### config.mk
export PLATFORM = sky130hd
export DESIGN_NAME = cobid_classifier
export DESIGN_NICKNAME = d
export VERILOG_FILES = /design/src/shared/cobid_pkg.sv /design/src/core/cobid_classifier.sv
export SDC_FILE = /design/constraint.sdc
export NUM_CORES = 1
export LEC_CHECK = 0
export ABC_AREA = 1
export BUFFER_PORTS_ARGS = -buffer_cell sky130_fd_sc_hd__buf_4
export CORE_ASPECT_RATIO = 1.75
export CORE_MARGIN = 1
export CORE_UTILIZATION = 54
export DETAILED_ROUTE_END_ITERATION = 12
export GPL_ROUTABILITY_DRIVEN = 0
export PLACE_DENSITY = 0.8
export SLEW_MARGIN = 20
export SYNTH_ARGS = -nofsm -noshare
export SYNTH_HDL_FRONTEND = slang
export SYNTH_SLANG_ARGS = --single-unit
### constraint.sdc
create_clock -name clk -period 2.1 [get_ports clk]
set_clock_uncertainty 0.2 [all_clocks]
set_input_delay 0.21 -clock clk [delete_from_list [all_inputs] [get_ports clk]]
set_output_delay 0.21 -clock clk [all_outputs]
set_load 0.005 [all_outputs]
### src/shared/cobid_pkg.sv
package cobid_pkg;

	// ==========================================================
	// Identifier layout
	localparam int ID_W       = 11;
	localparam int FC_HI      = 10;
	localparam int FC_LO      = 7;
	localparam int ADDR_W     = 7;
	localparam int IDX_W      = 16;
	localparam int SUB_W      = 8;

	// ==========================================================
	// Function codes
	localparam logic [3:0] FC_NMT   = 4'h0;
	localparam logic [3:0] FC_EMCY  = 4'h1;
	localparam logic [3:0] FC_TPD1  = 4'h3;
	localparam logic [3:0] FC_RPD1  = 4'h4;
	localparam logic [3:0] FC_TPD2  = 4'h5;
	localparam logic [3:0] FC_RPD2  = 4'h6;
	localparam logic [3:0] FC_PD3LO = 4'h7;
	localparam logic [3:0] FC_PD4HI = 4'ha;
	localparam logic [3:0] FC_SDOTX = 4'hb;
	localparam logic [3:0] FC_SDORX = 4'hc;
	localparam logic [3:0] FC_ERRC  = 4'he;

	// ==========================================================
	// Fixed identifiers
	localparam logic [10:0] ID_NMT  = 11'h000;
	localparam logic [10:0] ID_SYNC = 11'h080;

	// ==========================================================
	// NMT command specifiers
	localparam logic [7:0] NMT_START = 8'h01;
	localparam logic [7:0] NMT_STOP  = 8'h02;
	localparam logic [7:0] NMT_PREOP = 8'h80;
	localparam logic [7:0] NMT_RNODE = 8'h81;
	localparam logic [7:0] NMT_RCOMM = 8'h82;

	// ==========================================================
	// Message classes
	typedef enum logic [3:0] {
		COBID_NONE  = 4'h0,
		COBID_NMT   = 4'h1,
		COBID_SYNC  = 4'h2,
		COBID_RPDO1 = 4'h3,
		COBID_RPDO2 = 4'h4,
		COBID_SDORQ = 4'h5,
		COBID_PDOX  = 4'h6,
		COBID_OTHER = 4'h7
	} cobid_class_t;

	// Node states
	typedef enum logic [1:0] {
		COBID_INIT  = 2'b00,
		COBID_STOP  = 2'b01,
		COBID_PREOP = 2'b10,
		COBID_OPER  = 2'b11
	} cobid_state_t;

endpackage

### src/core/cobid_classifier.sv
// Contract
// Identifiers are 11 bits in a standard CAN frame and select object kind.
// Bits 10..7 are the function code; bits 6..0 the node address.
// NMT is identifier 0 and SYNC is 80h, independent of node address.
// Emergency identifier defaults to code 0001 plus node address.
// First transmit PDO defaults to code 0011 plus node address.
// First receive PDO defaults to code 0100 plus node address.
// Second transmit PDO defaults to code 0101 plus node address.
// Second receive PDO defaults to code 0110 plus node address.
// Codes 0111..1010 are recognised as PDO pairs three and four.
// SDO responses default to code 1011 plus node address.
// SDO requests to this node use code 1100 plus node address.
// Guarding and heartbeat default to code 1110 plus node address; the code always uses this identifier and has no configuration slot for it.
// Exactly two receive and two transmit PDOs are provided.
// Non-fixed identifiers are replaceable in configuration; decoding uses them.
// SDO requests name index and sub-index; node serves and answers.
// PDOs carry mapped data only and outrank SDOs on the bus.
// Node can send an emergency message on internal error.
// Node consumes SYNC and may send periodic data on each one.
// Node executes NMT commands and sends error-control messages when enabled.
// Stopped handles only NMT; pre-operational handles all except PDOs. The code still sends error-control messages while stopped.
// SDO dictionary objects use a 16-bit index.
// Frames not matching an enabled object for this node change nothing.
`timescale 1ns/100ps
module cobid_classifier
	import cobid_pkg::*;
(
	input  wire logic        clk,
	input  wire logic        rstn,
	input  wire logic [6:0]  nodeAddr,
	input  wire logic        rxValid,
	input  wire logic [10:0] rxId,
	input  wire logic        rxExtended,
	input  wire logic [7:0]  rxByte0,
	input  wire logic [7:0]  rxByte1,
	input  wire logic [7:0]  rxByte2,
	input  wire logic [7:0]  rxByte3,
	input  wire logic        cfgWrite,
	input  wire logic [2:0]  cfgSel,
	input  wire logic [10:0] cfgId,
	input  wire logic        errEvent,
	input  wire logic        errCtrlEnable,
	input  wire logic        errCtrlTick,
	output logic [3:0]       msgClass,
	output logic [3:0]       funcCode,
	output logic [6:0]       srcAddr,
	output logic             msgValid,
	output logic [1:0]       nodeState,
	output logic             syncPulse,
	output logic             resetNodeReq,
	output logic             resetCommReq,
	output logic [15:0]      sdoIndex,
	output logic [7:0]       sdoSubIndex,
	output logic             sdoReq,
	output logic [10:0]      txEmcyId,
	output logic             txEmcyReq,
	output logic [10:0]      txPdo1Id,
	output logic [10:0]      txPdo2Id,
	output logic             txPdoReq,
	output logic [10:0]      txSdoId,
	output logic [10:0]      txErrCtrlId,
	output logic             txErrCtrlReq
);

	// ==========================================================
	// Configurable identifiers
	logic [10:0]  cfgEmcy, cfgTpdo1, cfgTpdo2, cfgRpdo1, cfgRpdo2, cfgSdoRx, cfgSdoTx;
	logic [6:0]   nodeAddrLatched;
	logic [6:0]   nodeAddrMeta;
	logic [6:0]   nodeAddrSync;
	cobid_state_t state;

	// Address switches pass two flip-flops before use
	always_ff @(posedge clk) begin
		nodeAddrMeta <= nodeAddr;
		nodeAddrSync <= nodeAddrMeta;
	end

	wire logic [10:0] defEmcy  = {FC_EMCY, nodeAddrSync};
	wire logic [10:0] defTpdo1 = {FC_TPD1, nodeAddrSync};
	wire logic [10:0] defRpdo1 = {FC_RPD1, nodeAddrSync};
	wire logic [10:0] defTpdo2 = {FC_TPD2, nodeAddrSync};
	wire logic [10:0] defRpdo2 = {FC_RPD2, nodeAddrSync};
	wire logic [10:0] defSdoTx = {FC_SDOTX, nodeAddrSync};
	wire logic [10:0] defSdoRx = {FC_SDORX, nodeAddrSync};

	// ==========================================================
	// Decode
	wire logic [3:0] rxFc   = rxId[FC_HI:FC_LO];
	wire logic [6:0] rxAddr = rxId[ADDR_W-1:0];
	wire logic       frameOk = rxValid && !rxExtended;
	wire logic       pdoOk   = (state == COBID_OPER);
	wire logic       objOk   = (state == COBID_OPER) || (state == COBID_PREOP);
	wire logic       hitNmt  = frameOk && (rxId == ID_NMT);
	wire logic       hitSync = frameOk && objOk && (rxId == ID_SYNC);
	wire logic       hitRp1  = frameOk && pdoOk && (rxId == cfgRpdo1);
	wire logic       hitRp2  = frameOk && pdoOk && (rxId == cfgRpdo2);
	wire logic       hitSdo  = frameOk && objOk && (rxId == cfgSdoRx);
	wire logic       hitPdoX = frameOk && pdoOk && (rxFc >= FC_PD3LO) && (rxFc <= FC_PD4HI)
	                           && (rxAddr == nodeAddrLatched);
	wire logic       nmtForMe = hitNmt && ((rxByte1 == {1'b0, nodeAddrLatched}) || (rxByte1 == 8'h00));
	wire logic       anyHit  = nmtForMe || hitSync || hitRp1 || hitRp2 || hitSdo || hitPdoX;
	wire logic [3:0] next_msgClass = nmtForMe ? COBID_NMT :
	                                 hitSync  ? COBID_SYNC :
	                                 hitRp1   ? COBID_RPDO1 :
	                                 hitRp2   ? COBID_RPDO2 :
	                                 hitSdo   ? COBID_SDORQ :
	                                 hitPdoX  ? COBID_PDOX : COBID_NONE;

	// ==========================================================
	// NMT state machine
	logic         started;
	cobid_state_t next_state;
	wire logic    nmtStart = nmtForMe && (rxByte0 == NMT_START);
	wire logic    nmtStop  = nmtForMe && (rxByte0 == NMT_STOP);
	wire logic    nmtPreop = nmtForMe && (rxByte0 == NMT_PREOP);
	wire logic    nmtRst   = nmtForMe && ((rxByte0 == NMT_RNODE) || (rxByte0 == NMT_RCOMM));

	always_comb begin
		next_state = state;
		unique case (state)
			COBID_INIT:  next_state = COBID_PREOP;
			COBID_STOP,
			COBID_PREOP,
			COBID_OPER: begin
				if (nmtRst)        next_state = COBID_INIT;
				else if (nmtStart) next_state = COBID_OPER;
				else if (nmtStop)  next_state = COBID_STOP;
				else if (nmtPreop) next_state = COBID_PREOP;
			end
		endcase
	end

	always_ff @(posedge clk) begin
		if (!rstn) begin
			state <= COBID_INIT;
			started <= 1'b0;
		end else begin
			state <= next_state;
			started <= 1'b1;
		end
	end

	// Address and default identifiers taken while in initialisation, on the step to pre-operational
	wire logic loadDefaults = (state == COBID_INIT);

	always_ff @(posedge clk) begin
		if (!rstn) begin
			nodeAddrLatched <= 7'h00;
			cfgEmcy  <= 11'h000;
			cfgTpdo1 <= 11'h000;
			cfgTpdo2 <= 11'h000;
			cfgRpdo1 <= 11'h000;
			cfgRpdo2 <= 11'h000;
			cfgSdoRx <= 11'h000;
			cfgSdoTx <= 11'h000;
		end else if (loadDefaults) begin
			nodeAddrLatched <= nodeAddrSync;
			cfgEmcy  <= defEmcy;
			cfgTpdo1 <= defTpdo1;
			cfgTpdo2 <= defTpdo2;
			cfgRpdo1 <= defRpdo1;
			cfgRpdo2 <= defRpdo2;
			cfgSdoRx <= defSdoRx;
			cfgSdoTx <= defSdoTx;
		end else if (cfgWrite && (state == COBID_PREOP)) begin
			unique case (cfgSel)
				3'h0: cfgEmcy  <= cfgId;
				3'h1: cfgTpdo1 <= cfgId;
				3'h2: cfgTpdo2 <= cfgId;
				3'h3: cfgRpdo1 <= cfgId;
				3'h4: cfgRpdo2 <= cfgId;
				3'h5: cfgSdoRx <= cfgId;
				3'h6: cfgSdoTx <= cfgId;
				default: ;
			endcase
		end
	end

	// ==========================================================
	// Classification outputs
	wire logic sdoHit = hitSdo;

	always_ff @(posedge clk) begin
		if (!rstn) begin
			msgClass <= COBID_NONE;
			funcCode <= 4'h0;
			srcAddr <= 7'h00;
			msgValid <= 1'b0;
			syncPulse <= 1'b0;
			resetNodeReq <= 1'b0;
			resetCommReq <= 1'b0;
			sdoReq <= 1'b0;
			sdoIndex <= 16'h0000;
			sdoSubIndex <= 8'h00;
			txPdoReq <= 1'b0;
		end else begin
			msgValid <= anyHit;
			syncPulse <= hitSync;
			txPdoReq <= hitSync && pdoOk;
			resetNodeReq <= nmtForMe && (rxByte0 == NMT_RNODE);
			resetCommReq <= nmtForMe && (rxByte0 == NMT_RCOMM);
			sdoReq <= sdoHit;
			if (anyHit) begin
				msgClass <= next_msgClass;
				funcCode <= rxFc;
				srcAddr <= rxAddr;
			end
			if (sdoHit) begin
				sdoIndex <= {rxByte2, rxByte1};
				sdoSubIndex <= rxByte3;
			end
		end
	end

	// ==========================================================
	// Transmit requests
	always_ff @(posedge clk) begin
		if (!rstn) begin
			txEmcyReq <= 1'b0;
			txErrCtrlReq <= 1'b0;
			txEmcyId <= 11'h000;
			txPdo1Id <= 11'h000;
			txPdo2Id <= 11'h000;
			txSdoId <= 11'h000;
			txErrCtrlId <= 11'h000;
			nodeState <= 2'b00;
		end else begin
			txEmcyReq <= errEvent && objOk;
			txErrCtrlReq <= errCtrlEnable && errCtrlTick && started && (state != COBID_INIT);
			txEmcyId <= cfgEmcy;
			txPdo1Id <= cfgTpdo1;
			txPdo2Id <= cfgTpdo2;
			txSdoId <= cfgSdoTx;
			txErrCtrlId <= {FC_ERRC, nodeAddrLatched};
			nodeState <= state;
		end
	end

	// ==========================================================
	// Assertions
	a_stop_no_sync: assert property (@(posedge clk) disable iff (!rstn)
		(state == COBID_STOP) |=> !syncPulse && !sdoReq && !txPdoReq)
		else $error("Stopped node handled a non-NMT object");
	a_preop_no_pdo: assert property (@(posedge clk) disable iff (!rstn)
		(state != COBID_OPER) |=> !txPdoReq)
		else $error("PDO activity outside operational");
	a_sync_fixed_id: assert property (@(posedge clk) disable iff (!rstn)
		syncPulse |-> $past(rxId) == ID_SYNC)
		else $error("SYNC pulse without identifier 80h");
	a_nmt_start_op: assert property (@(posedge clk) disable iff (!rstn)
		(nmtStart && !nmtRst && state != COBID_INIT) |=> ##1 nodeState == COBID_OPER)
		else $error("Start command did not reach operational");
	a_ignore_foreign: assert property (@(posedge clk) disable iff (!rstn)
		!anyHit |=> $stable(msgClass) && !msgValid)
		else $error("Unmatched frame changed state");
	a_err_ctrl_id: assert property (@(posedge clk) disable iff (!rstn)
		txErrCtrlReq |-> txErrCtrlId[10:7] == FC_ERRC)
		else $error("Error-control identifier wrong code");
	a_sdo_index: assert property (@(posedge clk) disable iff (!rstn)
		sdoReq |-> sdoIndex == {$past(rxByte2), $past(rxByte1)})
		else $error("SDO index not captured");
	a_func_split: assert property (@(posedge clk) disable iff (!rstn)
		msgValid |-> {funcCode, srcAddr} == $past(rxId))
		else $error("Function code split wrong");
	a_rpdo_match: assert property (@(posedge clk) disable iff (!rstn)
		msgValid && (msgClass == COBID_RPDO1) |-> $past(rxId) == $past(cfgRpdo1))
		else $error("RPDO1 matched wrong identifier");
	a_emcy_gate: assert property (@(posedge clk) disable iff (!rstn)
		txEmcyReq |-> $past(errEvent))
		else $error("Emergency request without error");
	a_ext_ignored: assert property (@(posedge clk) disable iff (!rstn)
		(rxValid && rxExtended) |=> !msgValid)
		else $error("Extended frame was classified");
	a_nmt_fixed_id: assert property (@(posedge clk) disable iff (!rstn)
		(msgValid && (msgClass == COBID_NMT)) |-> $past(rxId) == ID_NMT)
		else $error("NMT class without identifier 0");
	a_emcy_default: assert property (@(posedge clk) disable iff (!rstn)
		loadDefaults |=> ##1 (txEmcyId == {FC_EMCY, nodeAddrLatched})
			&& (txPdo1Id == {FC_TPD1, nodeAddrLatched}))
		else $error("Emergency or first transmit default wrong");
	a_tpdo2_default: assert property (@(posedge clk) disable iff (!rstn)
		loadDefaults |=> ##1 (txPdo2Id == {FC_TPD2, nodeAddrLatched})
			&& (txSdoId == {FC_SDOTX, nodeAddrLatched}))
		else $error("Second transmit or SDO response default wrong");
	a_rpdo_default: assert property (@(posedge clk) disable iff (!rstn)
		loadDefaults |=> (cfgRpdo1 == {FC_RPD1, nodeAddrLatched})
			&& (cfgRpdo2 == {FC_RPD2, nodeAddrLatched}))
		else $error("Receive PDO default wrong");
	a_pdo_prio: assert property (@(posedge clk) disable iff (!rstn)
		loadDefaults |=> (cfgTpdo1 < cfgSdoTx) && (cfgRpdo2 < cfgSdoRx))
		else $error("PDO default does not outrank SDO");
	a_rpdo2_match: assert property (@(posedge clk) disable iff (!rstn)
		(msgValid && (msgClass == COBID_RPDO2)) |-> $past(rxId) == $past(cfgRpdo2))
		else $error("RPDO2 matched wrong identifier");
	a_sdo_match: assert property (@(posedge clk) disable iff (!rstn)
		sdoReq |-> $past(rxId) == $past(cfgSdoRx))
		else $error("SDO request matched wrong identifier");
	a_pdox_range: assert property (@(posedge clk) disable iff (!rstn)
		(msgValid && (msgClass == COBID_PDOX))
			|-> ($past(rxId[10:7]) >= FC_PD3LO) && ($past(rxId[10:7]) <= FC_PD4HI))
		else $error("Extra PDO class outside code range");
	a_pdox_addr: assert property (@(posedge clk) disable iff (!rstn)
		(msgValid && (msgClass == COBID_PDOX)) |-> $past(rxId[6:0]) == $past(nodeAddrLatched))
		else $error("Extra PDO for another node accepted");
	a_pdo_oper: assert property (@(posedge clk) disable iff (!rstn)
		(msgValid && ((msgClass == COBID_RPDO1) || (msgClass == COBID_RPDO2) || (msgClass == COBID_PDOX)))
			|-> $past(state) == COBID_OPER)
		else $error("PDO accepted outside operational");
	a_stop_nmt_only: assert property (@(posedge clk) disable iff (!rstn)
		(state == COBID_STOP) |=> !msgValid || (msgClass == COBID_NMT))
		else $error("Stopped node accepted a non-NMT frame");
	a_sync_pdo: assert property (@(posedge clk) disable iff (!rstn)
		(hitSync && pdoOk) |=> txPdoReq && syncPulse)
		else $error("SYNC in operational gave no PDO request");
	a_pdo_on_sync: assert property (@(posedge clk) disable iff (!rstn)
		txPdoReq |-> syncPulse)
		else $error("PDO request without SYNC");
	a_emcy_raise: assert property (@(posedge clk) disable iff (!rstn)
		(errEvent && objOk) |=> txEmcyReq)
		else $error("Internal error gave no emergency request");
	a_emcy_stopped: assert property (@(posedge clk) disable iff (!rstn)
		(state == COBID_STOP) |=> !txEmcyReq)
		else $error("Emergency request while stopped");
	a_errc_cause: assert property (@(posedge clk) disable iff (!rstn)
		txErrCtrlReq |-> $past(errCtrlEnable) && $past(errCtrlTick))
		else $error("Error-control request without enabled tick");
	a_errc_raise: assert property (@(posedge clk) disable iff (!rstn)
		(errCtrlEnable && errCtrlTick && (state != COBID_INIT)) |=> txErrCtrlReq)
		else $error("Enabled tick gave no error-control request");
	a_nmt_stop_state: assert property (@(posedge clk) disable iff (!rstn)
		(nmtStop && (state != COBID_INIT)) |=> ##1 nodeState == COBID_STOP)
		else $error("Stop command did not reach stopped");
	a_nmt_preop_state: assert property (@(posedge clk) disable iff (!rstn)
		(nmtPreop && (state != COBID_INIT)) |=> ##1 nodeState == COBID_PREOP)
		else $error("Pre-operational command not obeyed");
	a_nmt_reset_state: assert property (@(posedge clk) disable iff (!rstn)
		(nmtRst && (state != COBID_INIT)) |=> ##1 nodeState == COBID_INIT)
		else $error("Reset command did not reach initialisation");
	a_reset_req: assert property (@(posedge clk) disable iff (!rstn)
		(resetNodeReq || resetCommReq) |-> msgValid && (msgClass == COBID_NMT))
		else $error("Reset request without NMT frame");
	a_sdo_subindex: assert property (@(posedge clk) disable iff (!rstn)
		sdoReq |-> sdoSubIndex == $past(rxByte3))
		else $error("SDO sub-index not captured");
	a_state_hold: assert property (@(posedge clk) disable iff (!rstn)
		(!nmtForMe && (state != COBID_INIT)) |=> $stable(state))
		else $error("State changed without NMT command");
	a_cfg_locked: assert property (@(posedge clk) disable iff (!rstn)
		((state == COBID_STOP) || (state == COBID_OPER))
			|=> $stable(cfgTpdo1) && $stable(cfgRpdo1) && $stable(cfgSdoRx))
		else $error("Identifier changed outside configuration");
	a_cfg_write: assert property (@(posedge clk) disable iff (!rstn)
		(cfgWrite && (state == COBID_PREOP) && (cfgSel == 3'h3)) |=> cfgRpdo1 == $past(cfgId))
		else $error("Configured identifier not stored");

endmodule

; ---- Word-level counts from Yosys, hierarchy flattened
; Index checks and enable logic that the tools add are counted.
; W data, S select, Z words.
[classes]
n_lt_le_gt_ge = 2
n_eq_ne = 21
mux = 34
n_bitwise = 1
reduce_logical = 62
[ops]
columns = op, count
row1 = $mux W10, 9
row2 = $mux W11, 7
row3 = $eq A11 B11 Y1, 3
row4 = $reduce_and A2 Y1, 14
row5 = $mux W9, 3
row6 = $eq A8 B8 Y1 const B, 3
row7 = $logic_and A1 B1 Y1, 24
row8 = $mux W8, 3
row9 = $mux W3, 6
row10 = $reduce_bool A2 Y1, 9
row11 = $eq A11 B8 Y1 const B, 1
row12 = $logic_not A11 Y1, 1
row13 = $eq A3 B3 Y1 const B, 3
row14 = $eq A8 B1 Y1 const B, 1
row15 = $eq A8 B2 Y1 const B, 1
row16 = $eq A8 B7 Y1, 1
row17 = $logic_not A8 Y1, 1
row18 = $logic_or A1 B1 Y1, 8
row19 = $mux W2, 4
row20 = $eq A7 B7 Y1, 1
row21 = $eq A3 B2 Y1 const B, 2
row22 = $ne A5 B5 Y1 const B, 1
row23 = $eq A2 B2 Y1 const B, 2
row24 = $ge A4 B3 Y1 const B, 1
row25 = 11 further kinds, 11
[word_totals]
register_bits = 205
inputBits = 72
elab_cells = 159

; ---- Logic depth before layout (Yosys ltp)
; Gate-level depths: netlist of run 1.
[logic_depth]
word_depth = 12
mapped_depth = 15
ltp_nobuf = 14

; ---- Worst setup path before layout of run 1
; OpenSTA, ideal clock, no wires.
[synth_path]
path_type = reg-to-reg
from = register state[0]
to = register srcAddr[3]
t_arrival_ns = 1.349
required_time_ns = 1.788
slack_ns = 0.440
path_stages_with_launch = 13
cell_sequence = dfxtp_1 nand2_1 nor2_2 inv_2 nor2_1 nand2_1 nor2_2 inv_1 nand3_1 nor2_2 buf_6 nor2_1 nor2_1
[synth_between]
elab_chain_cells = 9
word_cells_on_any_way = 17
classes_between = eq/ne: 2 / reduce/logical: 15
[synth_rtl]
columns = item, line
row1 = start: declaration, cobid_classifier.sv:71  ; cobid_state_t state;
row2 = start signal: assignment, cobid_classifier.sv:139  ; state <= next_state;
row3 = $eq A2 B2 Y1 (on tied branches), "cobid_classifier.sv:92, cobid_classifier.sv:93"
row4 = $logic_or A1 B1 Y1, cobid_classifier.sv:93  ; wire logic objOk = (state == COBID_OPER) || (state == COBID_PREOP);
row5 = $logic_and A1 B1 Y1, "cobid_classifier.sv:95, cobid_classifier.sv:98"
row6 = $logic_and A1 B1 Y1, cobid_classifier.sv:95  ; wire logic hitSync = frameOk && objOk && (rxId == ID_SYNC);
row7 = $logic_or A1 B1 Y1 (4 in series), cobid_classifier.sv:102  ; wire logic anyHit = nmtForMe || hitSync || hitRp1 || hitRp2 || hitSdo || hitPdoX;
row8 = $logic_or A1 B1 Y1 *, cobid_classifier.sv:102
row9 = end signal: assignment, cobid_classifier.sv:207  ; srcAddr <= rxAddr;
row10 = end: declaration, cobid_classifier.sv:46  ; output logic [6:0] srcAddr,
; Mark *: on every way between the ends. The rest lies on a longest branch, timed or not.
; A chain may end at the register's enable or synchronous reset.

; ---- Worst setup path in the final report of run 1
[layout_path]
from = input rxId[9]
to = register srcAddr[5]
[layout_between]
elab_chain_cells = 8
word_cells_on_any_way = 21
classes_between = order compare: 2 / eq/ne: 4 / reduce/logical: 15
[layout_rtl]
columns = item, line
row1 = start: declaration, cobid_classifier.sv:32  ; input wire logic [10:0] rxId,
row2 = $logic_not A11 Y1, cobid_classifier.sv:94  ; wire logic hitNmt = frameOk && (rxId == ID_NMT);
row3 = $logic_and A1 B1 Y1, cobid_classifier.sv:94
row4 = $logic_and A1 B1 Y1, cobid_classifier.sv:101  ; wire logic nmtForMe = hitNmt && ((rxByte1 == {1'b0, nodeAddrLatched}) || (rxByte1 == 8'h00));
row5 = $logic_or A1 B1 Y1 (4 in series), cobid_classifier.sv:102
row6 = $logic_or A1 B1 Y1 *, cobid_classifier.sv:102
; Marked as above.

==> results of run 1 <==
[how the worst max path moves through the flow]
stage / to / slack, ns / depth (start not counted) / from
2_1_floorplan: srcAddr[3] / 0.44 / 12 / state[0]
3_3_place_gp: funcCode[1] / 0.12 / 13 / rxExtended
3_5_place_dp: srcAddr[1] / 0.09 / 13 / rxExtended
4_1_cts: srcAddr[1] / 0.02 / 12 / rxId[0]
5_1_grt: srcAddr[1] / -0.24 / 12 / rxId[9]
6_report: srcAddr[5] / -0.07 / 12 / rxId[9]
[critical path, delay by kind of cell]
family | cells | cell delay, ns
xor gates and xnor gates | 1 | 0.30
buffers and inverters | 3 | 0.87
and+or+nand+nor | 8 | 0.96
[layout make-up]
class,count,area (um^2)
clock buffer,20,457
tap,180,225
inverter,141,538
fill,1058,3740
multi-input combinational,637,3090
timing repair buffer,257,2140
clock inverter,11,106
sequential,200,4010
[cell families (layout without fill, tap and decap cells)]
group                  Yosys count  after routing
XOR/XNOR                        30             30
other                            1              2
flip-flops                     200            200
AO/OA/AOI/OAI                  199            199
buffers and inverters          192            429
AND/OR/NAND/NOR                406            406
[power by group through the flow]
stage | Combinational (mW) | Clock [mW] | Sequential, mW
2_1_floorplan | 0.540 | 0 | 4.15
3_3_place_gp | 0.868 | 0 | 4.18
3_5_place_dp | 0.883 | 0 | 4.18
4_1_cts | 0.976 | 3.14 | 4.10
5_1_grt | 1.12 | 3.28 | 4.12
6_report | 1.03 | 3.14 | 4.11
[timing repair]
action,in CTS,in global routing
hold buffers,57,0
resized for setup,0,17
endpoints found under the hold margin,76,0
setup endpoints to repair,0,39
buffers inserted,0,8
[per-layer routing]
| layer | routed length, um | global-route usage, % | share of wire (%) |
|---|---|---|---|
| met1 | 8390 | 32.6 | 36 |
| met2 | 12000 | 55.6 | 51 |
| met3 | 1570 | 6.04 | 6.7 |
| met4 | 1390 | 19.0 | 6.0 |
| met5 | 0 | 0 | 0 |
[cell usage in the layout, fill, tap and decap left out, types with 2 or more instances in the layout]
cell and n:
dlygate4sd3_1 57, clkbuf_16 17, dfxtp_1 199, inv_6 3, a31oi_1 47, buf_6 4, nor2_1 138, nand3b_1 3
buf_4 192, nand3_1 31, and2_1 2, nand4_1 6, clkinvlp_4 2, nand2_1 201, a21oi_1 36, nor2_4 5
inv_1 133, clkbuf_8 2, nor2_2 8, inv_2 6, nand2_2 2, clkinv_4 3, nor4_1 3, xnor2_2 4
inv_8 3, o21ai_0 104, nor3_1 2, xor2_1 9, buf_12 4, xnor2_1 16, conb_1 2, o22ai_1 7
[state kept, by name (all words and copies together) (netlist names), 11 cells and up]
name and count:
cfgEmcy 11, txPdo1Id 11, cfgSdoRx 11, cfgRpdo2 11, txEmcyId 11, cfgTpdo1 11
cfgSdoTx 11, txSdoId 11, sdoIndex 16, cfgRpdo1 11, cfgTpdo2 11, txPdo2Id 11
[metrics by stage]
step | instance area (um^2) | total power [mW] | std cells
floorplan | 7910 | 4.69 | 1029
global placement | 9270 | 5.05 | 1351
detailed placement | 9270 | 5.06 | 1351
CTS | 10400 | 8.21 | 1439
global route | 10600 | 8.52 | 1446
finish | 10600 | 8.28 | 1446
==> run_results.csv, run 1 <==
group,metric,value,unit
placement,portBuffers,173,
routing,postRouteAntennaNets,0,
power_and_ir_drop,ir_drop,0.541,mV
power_and_ir_drop,intPower,6.06,mW
yosys,synth_edf_count,0,
global_routing,antenna_found_initial,0,
power_and_ir_drop,p_switching,2.22,mW
worst_setup_path,r2r_cells,11,
power_and_ir_drop,share_seq_of_total_power,49.6,%
timing,slew_viol_final,0,
placement,place_ws,0.0868,ns
clock_tree,cts_max_level,4,
clock_tree,clockBufferDepth,2,
routing,drtIter0Drc,497,
cells_and_area,fin_util,73.9,%
power_and_ir_drop,combPwrFrac,12.4,%
worst_setup_path,cp.arrival,2.34,ns
timing,finalCriticalPeriod,2.17,ns
worst_setup_path,max_stage_delay,0.54,ns
worst_setup_path,required,2.28,ns
routing,first_pass_iters,6,
routing,via_count,7619,
power_and_ir_drop,power_leakage,5.22,nW
clock_tree,numCtsBuffers,17,
yosys,synth_most_common_cell,"nand2_1",
clock_tree,cts_root_buffer,"clkbuf_16",
worst_setup_path,start_kind,"primary input",
clock_tree,cts_tree,"yes",
yosys,netlist_instances,1028,
status,status,"finished, violations left",
hold_path,hold_path_depth,4,
cells_and_area,final_nets,1326,
floorplanning,die_h,162,um
global_routing,grt_pass1_wl,35800,um
floorplanning,initial_core_util,55.3,%
hold_path,min_from,"cfgSel[1]",
routing,post_drt_wl_per_cell,16.2,um
yosys,synth_top_family_by_area,"simple AND/OR/NAND/NOR gates",
timing,setup_viol,13,
yosys,ys.flop_type,"dfxtp_1",
job,maxCapViolCount,0,
yosys,netlist-cell-type-count,36,
yosys,synthXorXnorAreaFrac,3.33,%
cells_and_area,syn_to_final_growth,33.6,%
power_and_ir_drop,p_per_area,784,mW/mm^2
yosys,syn-mean-instance-area,7.69,um^2
global_routing,grt_start_max_net_pins,62,
clock_tree,path_clk_slew,0.07,ns
status,violations,"setup timing",
global_routing,grt_pass1_vias,7245,
timing,fin_crit_sh,103,%
timing,timing.final.ws_setup,-0.0679,ns
yosys,yosys-mux-area-fraction,0,%
hold_path,hold_class,"in -> reg",
yosys,synth_top_cells_by_area,"dfxtp_1, nand2_1, o21ai_0",
worst_setup_path,rr_endpoint,"srcAddr[5]",
routing,routed_via_density,5.27,
floorplanning,core_area,0.0143,mm^2
worst_setup_path,r2r_start,"state[0]",
yosys,ys_warn_count,0,
worst_setup_path,crit_top_cell,"nand2_1",
yosys,synth_simple_gate_area_share,21.3,%
timing,slew_headroom,60.9,%
yosys,yosysTopAreaCell,"dfxtp_1",
worst_setup_path,endpoint_kind,"flip-flop",
timing,clock.fmax,461,MHz
worst_setup_path,crit_path_cell_trace,"dlygate4sd3_1 > buf_4 > xnor2_2 > nand3b_1 > nor2_1 > nand2_1 > nand2_1 > nor2_4 > buf_12 > nand3_1 > nand2_1 > nor2_1",
worst_setup_path,r2r_slack,0.08,ns
worst_setup_path,worstSetupPathType,"in -> reg",
floorplanning,dieArea,0.0151,mm^2
yosys,synth-compound-area-share,13.6,%
yosys,ys_top_cells_by_count,"nand2_1, dfxtp_1, nor2_1, inv_1, o21ai_0",
clock_tree,cts_sinks,200,
power_and_ir_drop,p_clk_share,37.9,%
timing,hold_viol,0,
floorplanning,placementRows,58,
power_and_ir_drop,swShare,26.8,%
yosys,synthArstFlopShare,0,%
timing,fin_tns_setup,-0.524,ns
worst_setup_path,slowest_stage,"dlygate4sd3_1",
routing,drc_errors,0,
clock_tree,clk_latency,0.44,ns
yosys,yosysSeqAreaShare,50.7,%
yosys,synth_adder_area_share,0,%
floorplanning,pin_count,176,
cells_and_area,drive_above_1_share,20.8,%
yosys,synth_top_area_share,50.7,%
worst_setup_path,cp_max_fo,13,
floorplanning,fp.dieW,93.4,um
yosys,syn-cell-area,0.00790,mm^2
global_routing,grt_overflow,0,
hold_path,whs_endpoint,"cfgRpdo2[10]",
placement,dp_hpwl,15600,um
global_routing,grtUsageTotal,31.0,%
routing,drt_wl_total,23400,um
timing,hold_ws,0.0139,ns
cells_and_area,diodes,0,
yosys,ys_seq_elements,200,
timing,worst_pin_slew,0.584,ns
Power figures use the tool's default switching activity.
==> run 2: changes to the inputs <==
--- a/config.mk
+++ b/config.mk
@@ -9,10 +9,10 @@
 export BUFFER_PORTS_ARGS = -buffer_cell sky130_fd_sc_hd__buf_4
 export CORE_ASPECT_RATIO = 1.75
 export CORE_MARGIN = 1
-export CORE_UTILIZATION = 54
+export CORE_UTILIZATION = 45
 export DETAILED_ROUTE_END_ITERATION = 12
 export GPL_ROUTABILITY_DRIVEN = 0
-export PLACE_DENSITY = 0.8
+export PLACE_DENSITY = 0.68
 export SLEW_MARGIN = 20
 export SYNTH_ARGS = -nofsm -noshare
 export SYNTH_HDL_FRONTEND = slang
==> run 2 against run 1 <==
  * The flow now finishes without violations
  * Routed wire length is 1.6% lower
  * Worst hold slack better by 0.0071 ns
  * Utilization is 12 points lower
  * Via count is 3.4% lower
  * Die area is 20% higher
  * Setup slack better by 0.17 ns
  * Critical endpoint is now cfgSdoTx[3]
==> run_results.csv, run 2 (same netlist as run 1, synthesis figures left out) <==
group,metric,value,unit
clock_tree,cts_max_level,4,
worst_setup_path,r2r_cells,8,
timing,slew_headroom,61.3,%
clock_tree,cts_tree,"yes",
global_routing,grt_overflow,0,
power_and_ir_drop,p_per_area,787,mW/mm^2
power_and_ir_drop,combPwrFrac,12.0,%
routing,routed_via_density,4.94,
global_routing,grtUsageTotal,26.1,%
timing,clock.fmax,500,MHz
worst_setup_path,max_stage_delay,0.32,ns
worst_setup_path,cp.arrival,2.16,ns
worst_setup_path,slowest_stage,"dfxtp_1",
placement,portBuffers,173,
global_routing,antenna_found_initial,0,
power_and_ir_drop,ir_drop,0.581,mV
job,maxCapViolCount,0,
worst_setup_path,r2r_slack,0.1,ns
clock_tree,cts_sinks,200,
timing,hold_viol,0,
clock_tree,clockBufferDepth,2,
timing,worst_pin_slew,0.579,ns
cells_and_area,syn_to_final_growth,33.6,%
power_and_ir_drop,share_seq_of_total_power,49.3,%
clock_tree,cts_root_buffer,"clkbuf_16",
timing,slew_viol_final,0,
timing,rsz0062_at_grt,"true",
placement,place_ws,0.114,ns
floorplanning,dieArea,0.0181,mm^2
worst_setup_path,endpoint_kind,"flip-flop",
power_and_ir_drop,finalPower,8.31,mW
cells_and_area,diodes,0,
worst_setup_path,crit_top_cell,"buf_4",
floorplanning,core_area,0.0170,mm^2
placement,dp_hpwl,15900,um
power_and_ir_drop,intPower,6.20,mW
worst_setup_path,crit_path_cell_trace,"buf_4 > nor2_1 > inv_1 > buf_4 > nand2_1 > buf_4 > o21ai_0 > a31oi_1",
cells_and_area,regMostFlops,"sdoIndex",
timing,fin_tns_setup,0,ns
worst_setup_path,cp_max_fo,15,
cells_and_area,final_nets,1320,
timing,finalCriticalPeriod,2.00,ns
power_and_ir_drop,p_clk_share,38.7,%
worst_setup_path,worstSetupPathType,"reg -> reg",
global_routing,grt_pass1_wl,35200,um
routing,drtIter0Drc,465,
worst_setup_path,start_kind,"flip-flop",
global_routing,grt_start_max_net_pins,113,
routing,post_drt_wl_per_cell,15.4,um
worst_setup_path,rr_endpoint,"cfgSdoTx[3]",
floorplanning,placementRows,63,
clock_tree,path_clk_slew,0.07,ns
floorplanning,pin_count,176,
timing,timing.final.ws_setup,0.0996,ns
status,status,"complete, no violations",
power_and_ir_drop,p_switching,2.11,mW
routing,first_pass_iters,5,
clock_tree,clk_latency,0.44,ns
power_and_ir_drop,power_leakage,5.19,nW
routing,via_count,7358,
hold_path,whs_endpoint,"cfgSdoTx[9]",
power_and_ir_drop,swShare,25.4,%
worst_setup_path,r2r_start,"state[0]",
routing,postRouteAntennaNets,0,
timing,fin_crit_sh,95.3,%
floorplanning,die_h,177,um
timing,setup_viol,0,
routing,drc_errors,0,
global_routing,grt_pass1_vias,7023,
clock_tree,numCtsBuffers,17,
cells_and_area,largest_register_ff_count,16,
cells_and_area,drive_above_1_share,20.4,%
hold_path,hold_class,"in -> reg",
routing,drt_wl_total,23000,um
floorplanning,fp.dieW,102,um
hold_path,hold_path_depth,6,
cells_and_area,most-common-layout-cells,"nand2_1, dfxtp_1, buf_4, nor2_1, inv_1",
floorplanning,initial_core_util,46.4,%
hold_path,min_from,"cfgSel[0]",
worst_setup_path,required,2.26,ns
==> run 2: cell count changes in the layout (fill, tap and decap cells not counted), sizes merged <==
cell and change:
buf -8, bufinv +2, dlygate4sd3 +2, clkbuf -1
clkinvlp -1, inv +1
==> run 2: final cells by class <==
| cell class | instances | area, um^2 |
|---|---|---|
| Multi-Input combinational cell | 637 | 3070 |
| Sequential cell | 200 | 4000 |
| Clock buffer | 19 | 433 |
| Clock inverter | 13 | 143 |
| Fill cell | 1597 | 6470 |
| Inverter | 141 | 537 |
| Tap cell | 227 | 284 |
| Timing Repair Buffer | 251 | 2090 |
==> run 2: layer usage <==
| metal | wire length [um] | GRT usage, % | vias up | share of wire [%] |
|---|---|---|---|---|
| met5 | 0 | 0 | - | 0 |
| met4 | 1330 | 17.7 | 0 | 5.8 |
| met3 | 1070 | 4.73 | 85 | 4.7 |
| met2 | 11900 | 45.7 | 265 | 52 |
| met1 | 8730 | 27.9 | 3333 | 38 |
| li1 | - | - | 3675 | - |
==> run 2: power groups by stage <==
stage / clock network [mW] / logic (mW) / registers (mW)
after floorplan: 0 / 0.540 / 4.15
after global placement: 0 / 0.878 / 4.17
after detailed placement: 0 / 0.885 / 4.18
after CTS: 3.27 / 0.977 / 4.09
after global routing: 3.43 / 1.09 / 4.11
final: 3.22 / 0.997 / 4.10
==> run 2: stage by stage <==
step / area (um^2) / utilization, % / cells / hold WS [ns]
2_1_floorplan: 7910 / - / 1029 / 0.0377
3_3_place_gp: 9330 / 54.8 / 1396 / 0.112
3_5_place_dp: 9330 / 54.8 / 1396 / 0.113
4_1_cts: 10500 / 61.6 / 1487 / 0.00336
5_1_grt: 10600 / 62.0 / 1488 / 0.0352
6_report: 10600 / 62.0 / 1488 / 0.0209
==> run 2: how the worst max path moves through the flow <==
stage               start          end  slack (ns)
2_1_floorplan    state[0]   srcAddr[3]        0.44
5_1_grt          state[0]  cfgSdoTx[3]       -0.04
3_5_place_dp     state[1]   srcAddr[5]        0.11
6_report         state[0]  cfgSdoTx[3]         0.1
4_1_cts          state[1]   srcAddr[5]        0.09
3_3_place_gp   rxExtended  msgClass[1]        0.14
==> run 2: worst max-delay path: cells and delay by family (launching register included) <==
family / cells / cell delay [ns]
AOI/OAI and AO/OA: 2 / 0.29
buffers and inverters: 4 / 0.76
and+or+nand+nor: 2 / 0.36
DFF: 1 / 0.32
==> run 2: timing repair <==
item	4_1_cts	5_1_grt
endpoints found under the setup margin	0	49
endpoints found under the hold margin	81	0
hold buffers	59	0
setup buffers	0	1
resized for setup	0	16
